[config.mk]
export PLATFORM = sky130hd
export DESIGN_NAME = dual_eight_bit_timers
export DESIGN_NICKNAME = d
export VERILOG_FILES = /design/src/core/timer_pkg.sv /design/src/core/rate_divider.sv /design/src/core/count_unit.sv /design/src/core/dual_eight_bit_timers.sv
export SDC_FILE = /design/constraint.sdc
export NUM_CORES = 1
export LEC_CHECK = 0
export BUFFER_PORTS_ARGS = -buffer_cell sky130_fd_sc_hd__buf_2
export CAP_MARGIN = 20
export CORE_UTILIZATION = 59
export DETAILED_ROUTE_END_ITERATION = 7
export HOLD_SLACK_MARGIN = 0.08
export PLACE_DENSITY = 0.9
export SYNTH_ARGS = -nofsm -noshare
export SYNTH_HDL_FRONTEND = slang
export SYNTH_HIERARCHICAL = 1
export SYNTH_SLANG_ARGS = --single-unit
[constraint.sdc]
create_clock -name ref_clk -period 2 [get_ports ref_clk]
set_input_delay 0.4 -clock ref_clk [delete_from_list [all_inputs] [get_ports ref_clk]]
set_output_delay 0.4 -clock ref_clk [all_outputs]
set_load 0.01 [all_outputs]
[src/core/timer_pkg.sv]
package timer_pkg;

  // ************************************************************
  // Register offsets
  // ************************************************************
  localparam logic [7:0] BASIC_MODE_OFS  = 8'hD8;
  localparam logic [7:0] BASIC_COUNT_OFS = 8'hD9;
  localparam logic [7:0] EVENT_MODE_OFS  = 8'hDA;
  localparam logic [7:0] EVENT_COUNT_OFS = 8'hDB;
  localparam logic [7:0] IRQ_STATUS_OFS  = 8'hDC;
  localparam logic [7:0] IRQ_ENABLE_OFS  = 8'hDD;

  // ************************************************************
  // Field positions and reset values
  // ************************************************************
  localparam int RUN_BIT        = 7;
  localparam int RATE_LSB       = 4;
  localparam int SRC_BIT        = 3;
  localparam int BASIC_IRQ_BIT  = 0;
  localparam int EVENT_IRQ_BIT  = 1;
  localparam int PIN_IRQ_BIT    = 2;
  localparam logic [7:0] MODE_RESET   = 8'h00;
  localparam logic [7:0] COUNT_RESET  = 8'h00;
  localparam logic [2:0] IRQ_RESET    = 3'h0;
  localparam logic [7:0] COUNT_MAX    = 8'hFF;
  localparam logic [7:0] DIV_ALL_ONES = 8'hFF;
  localparam logic [3:0] DIV_STAGES   = 4'h8;
  localparam logic       PIN_IDLE     = 1'b1;

  // ************************************************************
  // Carriers
  // ************************************************************
  typedef struct packed {
    logic       run;
    logic [2:0] rate;
    logic       src;
    logic [2:0] unused;
  } mode_t;

  typedef struct packed {
    logic [7:0] addr;
    logic [7:0] wdata;
    logic       wr;
    logic       rd;
  } bus_req_t;

  typedef struct packed {
    logic basic_mode;
    logic basic_count;
    logic event_mode;
    logic event_count;
    logic irq_status;
    logic irq_enable;
  } reg_sel_t;

endpackage : timer_pkg

[src/core/rate_divider.sv]
`timescale 1ns/100ps

// ************************************************************
// Divides ref_clk by 2 to the power (8 - rate)
// ************************************************************
module rate_divider (
  input  wire logic       clk,
  input  wire logic       rst_n,
  input  wire logic       clear,
  input  wire logic [2:0] rate,
  output      logic       tick
);

  logic [7:0] div_reg;
  logic [3:0] shift;
  logic [7:0] mask;

  // Cleared while idle so the first step after enabling is a full period
  always_ff @(posedge clk or negedge rst_n) begin
    if (!rst_n) begin
      div_reg <= timer_pkg::COUNT_RESET;
    end else if (clear) begin
      div_reg <= timer_pkg::COUNT_RESET;
    end else begin
      div_reg <= div_reg + 8'h01;
    end
  end

  always_comb begin
    shift = timer_pkg::DIV_STAGES - {1'b0, rate};
    mask  = timer_pkg::DIV_ALL_ONES << shift;
    tick  = !clear && ((div_reg | mask) == timer_pkg::DIV_ALL_ONES);
  end

endmodule : rate_divider

[src/core/count_unit.sv]
`timescale 1ns/100ps

// ************************************************************
// 8-bit up counter with load and wrap report
// ************************************************************
module count_unit (
  input  wire logic       clk,
  input  wire logic       rst_n,
  input  wire logic       load,
  input  wire logic [7:0] load_value,
  input  wire logic       step,
  output      logic [7:0] count,
  output      logic       wrap
);

  logic [7:0] count_reg;

  // A load replaces the count even on a step cycle
  always_ff @(posedge clk or negedge rst_n) begin
    if (!rst_n) begin
      count_reg <= timer_pkg::COUNT_RESET;
    end else if (load) begin
      count_reg <= load_value;
    end else if (step) begin
      count_reg <= count_reg + 8'h01;
    end
  end

  always_comb begin
    count = count_reg;
    wrap  = step && !load && (count_reg == timer_pkg::COUNT_MAX);
  end

endmodule : count_unit

[src/core/dual_eight_bit_timers.sv]
// Function
// - Basic timer counts up 8 bits, keeps counting past wrap, sets flag.
// - Basic mode bit 7 zero stops the basic timer, one runs it.
// - Basic mode bits 6:4 pick divide by 256 down to 2.
// - Basic count is 8-bit read/write, zero at reset; software preloads.
// - Event timer counts up 8 bits from internal clock or pin.
// - In external mode each pin falling edge adds one.
// - Event mode bit 3 picks internal prescaler zero or pin one.
// - External mode ignores prescale and holds pin flag at zero.
// - Event timer keeps counting past wrap and sets its flag.
// - Event mode bit 7 zero stops the event timer, one runs it.
// - Event mode bits 6:4 pick divide by 256 down to 2.
// - Event count is 8-bit read/write, zero at reset; software preloads.
`timescale 1ns/100ps

module dual_eight_bit_timers (
  input  wire logic       ref_clk,
  input  wire logic       resetn,
  input  wire logic [7:0] bus_addr,
  input  wire logic [7:0] bus_wdata,
  input  wire logic       bus_wr,
  input  wire logic       bus_rd,
  output      logic [7:0] bus_rdata,
  input  wire logic       event_input_pin,
  output      logic       irq
);

  // ************************************************************
  // Reset release
  // ************************************************************
  logic rst_meta_reg;
  logic rst_n;

  always_ff @(posedge ref_clk or negedge resetn) begin
    if (!resetn) begin
      rst_meta_reg <= 1'b0;
      rst_n        <= 1'b0;
    end else begin
      rst_meta_reg <= 1'b1;
      rst_n        <= rst_meta_reg;
    end
  end

  // ************************************************************
  // Bus decode
  // ************************************************************
  function automatic timer_pkg::reg_sel_t decode(input logic [7:0] addr);
    timer_pkg::reg_sel_t sel;
    sel             = '0;
    sel.basic_mode  = (addr == timer_pkg::BASIC_MODE_OFS);
    sel.basic_count = (addr == timer_pkg::BASIC_COUNT_OFS);
    sel.event_mode  = (addr == timer_pkg::EVENT_MODE_OFS);
    sel.event_count = (addr == timer_pkg::EVENT_COUNT_OFS);
    sel.irq_status  = (addr == timer_pkg::IRQ_STATUS_OFS);
    sel.irq_enable  = (addr == timer_pkg::IRQ_ENABLE_OFS);
    return sel;
  endfunction : decode

  timer_pkg::bus_req_t req;
  timer_pkg::reg_sel_t wr_sel;
  timer_pkg::reg_sel_t rd_sel;

  always_comb begin
    req.addr  = bus_addr;
    req.wdata = bus_wdata;
    req.wr    = bus_wr;
    req.rd    = bus_rd;
    wr_sel    = req.wr ? decode(req.addr) : '0;
    rd_sel    = req.rd ? decode(req.addr) : '0;
  end

  // ************************************************************
  // Mode registers
  // ************************************************************
  timer_pkg::mode_t basic_mode_reg;
  timer_pkg::mode_t event_mode_reg;

  // Only documented bits are stored; the rest always read as zero
  always_ff @(posedge ref_clk or negedge rst_n) begin
    if (!rst_n) begin
      basic_mode_reg <= timer_pkg::MODE_RESET;
    end else if (wr_sel.basic_mode) begin
      basic_mode_reg.run    <= req.wdata[timer_pkg::RUN_BIT];
      basic_mode_reg.rate   <= req.wdata[timer_pkg::RATE_LSB +: 3];
      basic_mode_reg.src    <= 1'b0;
      basic_mode_reg.unused <= 3'h0;
    end
  end

  always_ff @(posedge ref_clk or negedge rst_n) begin
    if (!rst_n) begin
      event_mode_reg <= timer_pkg::MODE_RESET;
    end else if (wr_sel.event_mode) begin
      event_mode_reg.run    <= req.wdata[timer_pkg::RUN_BIT];
      event_mode_reg.rate   <= req.wdata[timer_pkg::RATE_LSB +: 3];
      event_mode_reg.src    <= req.wdata[timer_pkg::SRC_BIT];
      event_mode_reg.unused <= 3'h0;
    end
  end

  // ************************************************************
  // Event pin edge detection
  // ************************************************************
  logic pin_reg;
  logic pin_prev_reg;
  logic pin_fall;

  // Idle level is high so leaving reset with the pin high never fakes a falling edge
  always_ff @(posedge ref_clk or negedge rst_n) begin
    if (!rst_n) begin
      pin_reg      <= timer_pkg::PIN_IDLE;
      pin_prev_reg <= timer_pkg::PIN_IDLE;
    end else begin
      pin_reg      <= event_input_pin;
      pin_prev_reg <= pin_reg;
    end
  end

  assign pin_fall = pin_prev_reg && !pin_reg;

  // ************************************************************
  // Count clocks and counters
  // ************************************************************
  logic       run       [2];
  logic [2:0] rate      [2];
  logic       div_clear [2];
  logic       div_tick  [2];
  logic       step      [2];
  logic       load      [2];
  logic [7:0] count     [2];
  logic       wrap      [2];
  logic       event_ext;

  assign event_ext = event_mode_reg.src;

  always_comb begin
    run[0]       = basic_mode_reg.run;
    run[1]       = event_mode_reg.run;
    rate[0]      = basic_mode_reg.rate;
    rate[1]      = event_mode_reg.rate;
    // Prescaler is idle and ignored while the pin drives the count
    div_clear[0] = !run[0];
    div_clear[1] = !run[1] || event_ext;
    step[0]      = run[0] && div_tick[0];
    step[1]      = run[1] && (event_ext ? pin_fall : div_tick[1]);
    load[0]      = wr_sel.basic_count;
    load[1]      = wr_sel.event_count;
  end

  genvar i;
  generate
    for (i = 0; i < 2; i++) begin : g_timer
      rate_divider u_div (
        .clk   (ref_clk),
        .rst_n (rst_n),
        .clear (div_clear[i]),
        .rate  (rate[i]),
        .tick  (div_tick[i])
      );

      count_unit u_cnt (
        .clk        (ref_clk),
        .rst_n      (rst_n),
        .load       (load[i]),
        .load_value (req.wdata),
        .step       (step[i]),
        .count      (count[i]),
        .wrap       (wrap[i])
      );
    end
  endgenerate

  // ************************************************************
  // Interrupt status and enable
  // ************************************************************
  logic [2:0] irq_status_reg;
  logic [2:0] irq_status_next;
  logic [2:0] irq_enable_reg;
  logic [2:0] irq_set;
  logic [2:0] irq_clr;

  always_comb begin
    irq_set                            = 3'h0;
    irq_set[timer_pkg::BASIC_IRQ_BIT]  = wrap[0];
    irq_set[timer_pkg::EVENT_IRQ_BIT]  = wrap[1];
    irq_set[timer_pkg::PIN_IRQ_BIT]    = pin_fall && !event_ext;
    irq_clr = wr_sel.irq_status ? req.wdata[2:0] : 3'h0;
    // A new event in the clearing cycle wins over the clear
    irq_status_next = (irq_status_reg & ~irq_clr) | irq_set;
    // Pin flag cannot rise while the pin feeds the event timer
    if (event_ext) begin
      irq_status_next[timer_pkg::PIN_IRQ_BIT] = 1'b0;
    end
  end

  always_ff @(posedge ref_clk or negedge rst_n) begin
    if (!rst_n) begin
      irq_status_reg <= timer_pkg::IRQ_RESET;
    end else begin
      irq_status_reg <= irq_status_next;
    end
  end

  always_ff @(posedge ref_clk or negedge rst_n) begin
    if (!rst_n) begin
      irq_enable_reg <= timer_pkg::IRQ_RESET;
    end else if (wr_sel.irq_enable) begin
      irq_enable_reg <= req.wdata[2:0];
    end
  end

  // Registered so the output is glitch free; lags the flag one cycle
  always_ff @(posedge ref_clk or negedge rst_n) begin
    if (!rst_n) begin
      irq <= 1'b0;
    end else begin
      irq <= |(irq_status_reg & irq_enable_reg);
    end
  end

  // ************************************************************
  // Read path
  // ************************************************************
  logic [7:0] rd_value;

  always_comb begin
    rd_value = 8'h00;
    if (rd_sel.basic_mode) begin
      rd_value = basic_mode_reg;
    end else if (rd_sel.basic_count) begin
      rd_value = count[0];
    end else if (rd_sel.event_mode) begin
      rd_value = event_mode_reg;
    end else if (rd_sel.event_count) begin
      rd_value = count[1];
    end else if (rd_sel.irq_status) begin
      rd_value = {5'h00, irq_status_reg};
    end else if (rd_sel.irq_enable) begin
      rd_value = {5'h00, irq_enable_reg};
    end
  end

  // Data stand only in the cycle after the read strobe
  always_ff @(posedge ref_clk or negedge rst_n) begin
    if (!rst_n) begin
      bus_rdata <= 8'h00;
    end else begin
      bus_rdata <= rd_value;
    end
  end

endmodule : dual_eight_bit_timers

; Word-level counts from Yosys, hierarchy flattened
; Index checks and enable logic that the tools add are counted.
[totals]
word_cells = 78
register_bits = 60
in_bits = 21
[op_classes]
n_mux = 17
n_reduce_logical = 20
add_sub_neg = 6
bitwise_logic = 6
eq_ne = 10
shifts = 2
[op_table]
columns = op, count
row1 = == test 8 bit (second input constant), 10
row2 = two-way mux 8 bit, 10
row3 = adder 8 x 1 -> 8 bit (second input constant), 4
row4 = OR 8 bit, 2
row5 = << shifter 8 x 4 -> 8 bit (first input constant), 2
row6 = two-way mux 6 bit, 2
row7 = logical AND 1 bit, 10
row8 = two-way mux 3 bit, 3
row9 = subtractor 4 x 3 -> 4 bit (first input constant), 2
row10 = bitwise AND 3 bit, 2
row11 = logical NOT 1 bit, 6
row12 = nonzero test 2 bit, 2
row13 = inverter 3 bit, 1
row14 = OR 3 bit, 1
row15 = OR reduction 3 bit, 1
row16 = two-way mux 1 bit, 2
row17 = logical OR 1 bit, 1

; Logic depth before layout (Yosys ltp)
[depth]
ltp_word = 11
ltp_mapped = 13
ltp_nobuf = 12

; Hierarchy
; The synthesis kept the hierarchy.
[modules_own_cells]
columns = module, area_each_um2, seq_area_each_um2, n_inst, cells_per_inst
row1 = dual_eight_bit_timers, 1418.9, 703.2, 1, 112
row2 = rate_divider, 469.2, 200.2, 2, 51
row3 = count_unit, 465.4, 200.2, 2, 51

; Worst setup path after synthesis
; Ideal clock, no wire load.
[synth_timing]
kind = register -> register
from = register, netlist name event_mode_reg[4]
to = register g_timer[1].u_cnt.count_reg[7]
arrival_time_ns = 2.573
synth_period_minus_slack_ns = 2.642
stages_incl_launch_ff = 14
setup_time_ns = 0.069
setup_slack_ns = -0.642
required_time_ns = 1.931
path_cell_list = dfrtp_1 -> inv_1 -> ha_1 -> nor2b_1 -> o31ai_1 -> a221oi_1 -> a2111oi_2 -> inv_1 -> mux2i_1 -> and2_1 -> buf_4 -> nand4_2 -> or4_1 -> nand3_1
[synth_lines]
columns = item, line
row1 = "end signal, assigned", count_unit.sv:21  ; count_reg <= timer_pkg::COUNT_RESET;
row2 = "end signal, assigned", count_unit.sv:23  ; count_reg <= load_value;
row3 = "end signal, assigned", count_unit.sv:25  ; count_reg <= count_reg + 8'h01;
row4 = "end, declared", count_unit.sv:16  ; logic [7:0] count_reg;

==> impl_metrics.yaml <==
place:
  io_buffers: 29
  dp_hpwl_mm: 5.54
  gpl_congestion: 0.977
  post-place-ws_ps: -422
logic_synthesis:
  synth-adder-area-share: 0.0381
  syn-cell-area_um2: 3290
  synth-xor-area-share: 0.0479
  mean_syn_cell_area_um2: 10.4
  ys.flop_type: "sky130_fd_sc_hd__dfrtp_1"
  main_combinational_cell_family_by_area_after_synthesis: "simple AND/OR/NAND/NOR gates"
  yosysSeqAreaShare: 0.457
  netlist_top_cells_area: "sky130_fd_sc_hd__dfrtp_1, sky130_fd_sc_hd__ha_1, sky130_fd_sc_hd__mux2_2"
  netlist.area_leader.share: 0.441
  post-synth-top-area-cell: "sky130_fd_sc_hd__dfrtp_1"
  synth.ff_latch_count: 60
  yosys.area_share.simple: 0.230
  synth_cells: 316
  async_reset_ff_frac: 1.00
  post-synth-top-count-cell: "sky130_fd_sc_hd__dfrtp_1"
  synth_compound_gate_area_share: 0.0909
  postSynthNetCount: 347
  synth_cell_type_count: 51
  synth_warnings: 6
  synth_edf_count: 0
  muxShareOfSynthArea: 0.0902
  synth_common_cells: "sky130_fd_sc_hd__dfrtp_1, sky130_fd_sc_hd__nand2_1, sky130_fd_sc_hd__nor2_1"
timing:
  hold_viol: 0
  rsz_0062_raised_after_global_routing: "yes"
  layout_worst_path_cycle_share: 1.21
  setup_violations: 18
  finalWorstSetupSlack_ps: -421
  max_freq_ghz: 0.413
  drv_slew: 0
  slew_at_the_pin_with_the_worst_max_slew_slack_ps: 621
  post-route-min-period_ps: 2420
  worst_slew_margin_rel: 0.586
  worst_setup_skew_after_layout_ps: 12.0
grt:
  grt_pass1_wl_mm: 13.2
  grt_pass1_vias: 2751
  grt_usage: 0.294
  antenna_found_initial: 0
  grt_overflow: 0
  grt_start_max_net_pins: 33
worst_setup_path:
  endpoint_kind: "register"
  regToRegSetupSlack_ps: -420
  r2r-start: "event_mode_reg[4]"
  arrival_ps: 2700
  worst-path-max-fanout: 3
  crit-reg2reg-capture: "g_timer[1].u_cnt/count[5]"
  crit_chain: "inv_2, ha_4, nor2b_4, o31ai_2, a221oi_2, a2111oi_2, inv_1, mux2i_1, and2_4, nand4_4, or4_4, nand3_2"
  required_time_reported_for_the_critical_path_endpoint_ps: 2270
  worstSetupPathType: "reg -> reg"
  critPathLaunchType: "register"
  worst_path_largest_cell_delay_ps: 430
  reg2reg_depth: 12
  cp-startpoint: "event_mode_reg[4]"
  cpMaxStageDelayCell: "sky130_fd_sc_hd__or4_4"
power:
  cellLeakagePower_nw: 1.83
  seq_power_share: 0.507
  power_per_cell_area_nw_per_um2: 644
  internal-power_w: 0.00193
  clkPwrFrac: 0.351
  worst_voltage_drop_across_the_vdd_grid_mv: 0.584
  power.total_w: 0.00268
  comb_power_share: 0.142
  power_switching_share: 0.278
  power_switching_w: 0.000745
layout:
  syn2layout_area_growth_pct: 26.4
  share_of_cells_above_drive_strength_1: 0.366
  num-nets-final: 422
  diodes: 0
clock_network:
  cts_htree_levels: 3
  tritoncts.num_buffers: 9
  clockRootBuffer: "sky130_fd_sc_hd__clkbuf_8"
  max-clock-path-buffers: 2
  worst_setup_hold_path_clk_slew_ps: 60
  cts_sinks: 60
  cts_tree: "built"
  worst_skew_pair.late_latency_ps: 350
floorplan:
  fp.dieArea_um2: 5880
  design.portCount: 30
  std_cell_rows: 26
  die_w_um: 76.7
  start_util: 0.628
  core_area_um2: 5240
  die_height_um: 76.7
status:
  violations: "negative setup slack"
  run_status: "finished, violations left"
routing:
  drt_first_iter_violations: 269
  route.final.wire_length_mm: 8.39
  route.vias.total: 2784
  drt-vias-per-instance: 5.97
  route.antenna.remaining_nets: 0
  dr.pass1.iters: 5
  drcViolationCount: 0
  avgRoutedWirePerCell_um: 18.0
job:
  maxcap_viol_count: 0
min_path:
  hold-path-cell-count: 1
  min_to: "pin_reg"
  worstHoldStart: "event_input_pin"
  worst_hold_path_type: "in -> reg"
==> stage by stage <==
stage / utilization / instance area, µm² / std cells / hold WS (ps) / setup TNS [ps]
6_report: 0.793 / 4160 / 466 / 155 / -5090
5_1_grt: 0.793 / 4160 / 466 / 139 / -8220
4_1_cts: 0.774 / 4060 / 463 / 139 / -3990
3_5_place_dp: 0.730 / 3820 / 445 / 192 / -5560
3_3_place_gp: 0.730 / 3820 / 445 / 184 / -3580
2_1_floorplan: - / 3340 / 316 / 104 / -1740
==> worst max-delay path, delay by kind of cell (launching register included) <==
family / cells / cell delay (ps)
AND/OR/NAND/NOR: 5 / 890
multiplexers: 1 / 130
buffers and inverters: 2 / 150
AO/OA/AOI/OAI: 3 / 590
flip-flops: 1 / 400
adder cells (fa/ha/maj): 1 / 200
==> worst max-delay path by stage <==
stage | end | slack, ps | cells past startpoint
2_1_floorplan | g_timer[1].u_cnt/count[5] | -400 | 13
3_3_place_gp | g_timer[1].u_cnt/count[5] | -360 | 12
3_5_place_dp | g_timer[0].u_cnt/count[5] | -420 | 10
4_1_cts | g_timer[1].u_cnt/count[5] | -390 | 12
5_1_grt | g_timer[1].u_cnt/count[5] | -620 | 12
6_report | g_timer[1].u_cnt/count[5] | -420 | 12
==> routing by layer <==
| layer | track usage | part of all wire | vias to the layer above |
|---|---|---|---|
| met1 | 0.378 | 0.41 | 1360 |
| met4 | 0.165 | 0.028 | 0 |
| met3 | 0.0643 | 0.059 | 26 |
| met5 | 0 | 0 | - |
| li1 | - | - | 1273 |
| met2 | 0.462 | 0.50 | 125 |
==> cell usage in the layout, fill, tap and decap left out, drive strengths merged, types with 4 or more instances in the layout <==
cell type  count
ha            10
nor2          21
a21oi          8
nand2b         5
nor2b         13
o21ai         16
clkbuf        13
nand2         26
xnor2         10
nand3         10
buf           75
or3            6
dfrtp         58
nor3           8
mux2i          6
mux2          13
xor2           8
mux4           4
nand4         14
or4            4
inv           20
==> logic make-up after synthesis <==
family,count (synthesis)
AND/OR/NAND/NOR,128
flip-flops,60
AO/OA/AOI/OAI,44
buffers and inverters,32
multiplexers,23
XOR/XNOR,18
adder cells (fa/ha/maj),10
other,1
==> timing repair <==
item | 4_1_cts | 5_1_grt
hold endpoints to repair | 2 | 0
endpoints found under the setup margin | 18 | 18
gates cloned | 0 | 0
pin swaps | 8 | 8
gates resized for setup | 15 | 19
hold buffers | 1 | 0
buffers inserted | 1 | 4
==> power groups by stage <==
stage | combinational (W) | sequential [W] | clock (W)
after global routing | 0.000410 | 0.00136 | 0.00101
final | 0.000381 | 0.00136 | 0.000940
after floorplan | 0.000203 | 0.00136 | 0
after CTS | 0.000351 | 0.00135 | 0.000955
after detailed placement | 0.000331 | 0.00137 | 0
after global placement | 0.000316 | 0.00137 | 0
==> area by class of cell <==
type,count,area (µm²)
multi-input cells,224,1800
flip-flops and latches,60,1510
fillers,322,1080
repair buffers,76,528
clock buffers,13,149
well taps,70,87.6
inverters,20,75.1
clock inverters,3,15.0
Note: power is estimated with default switching activity, not from simulation.
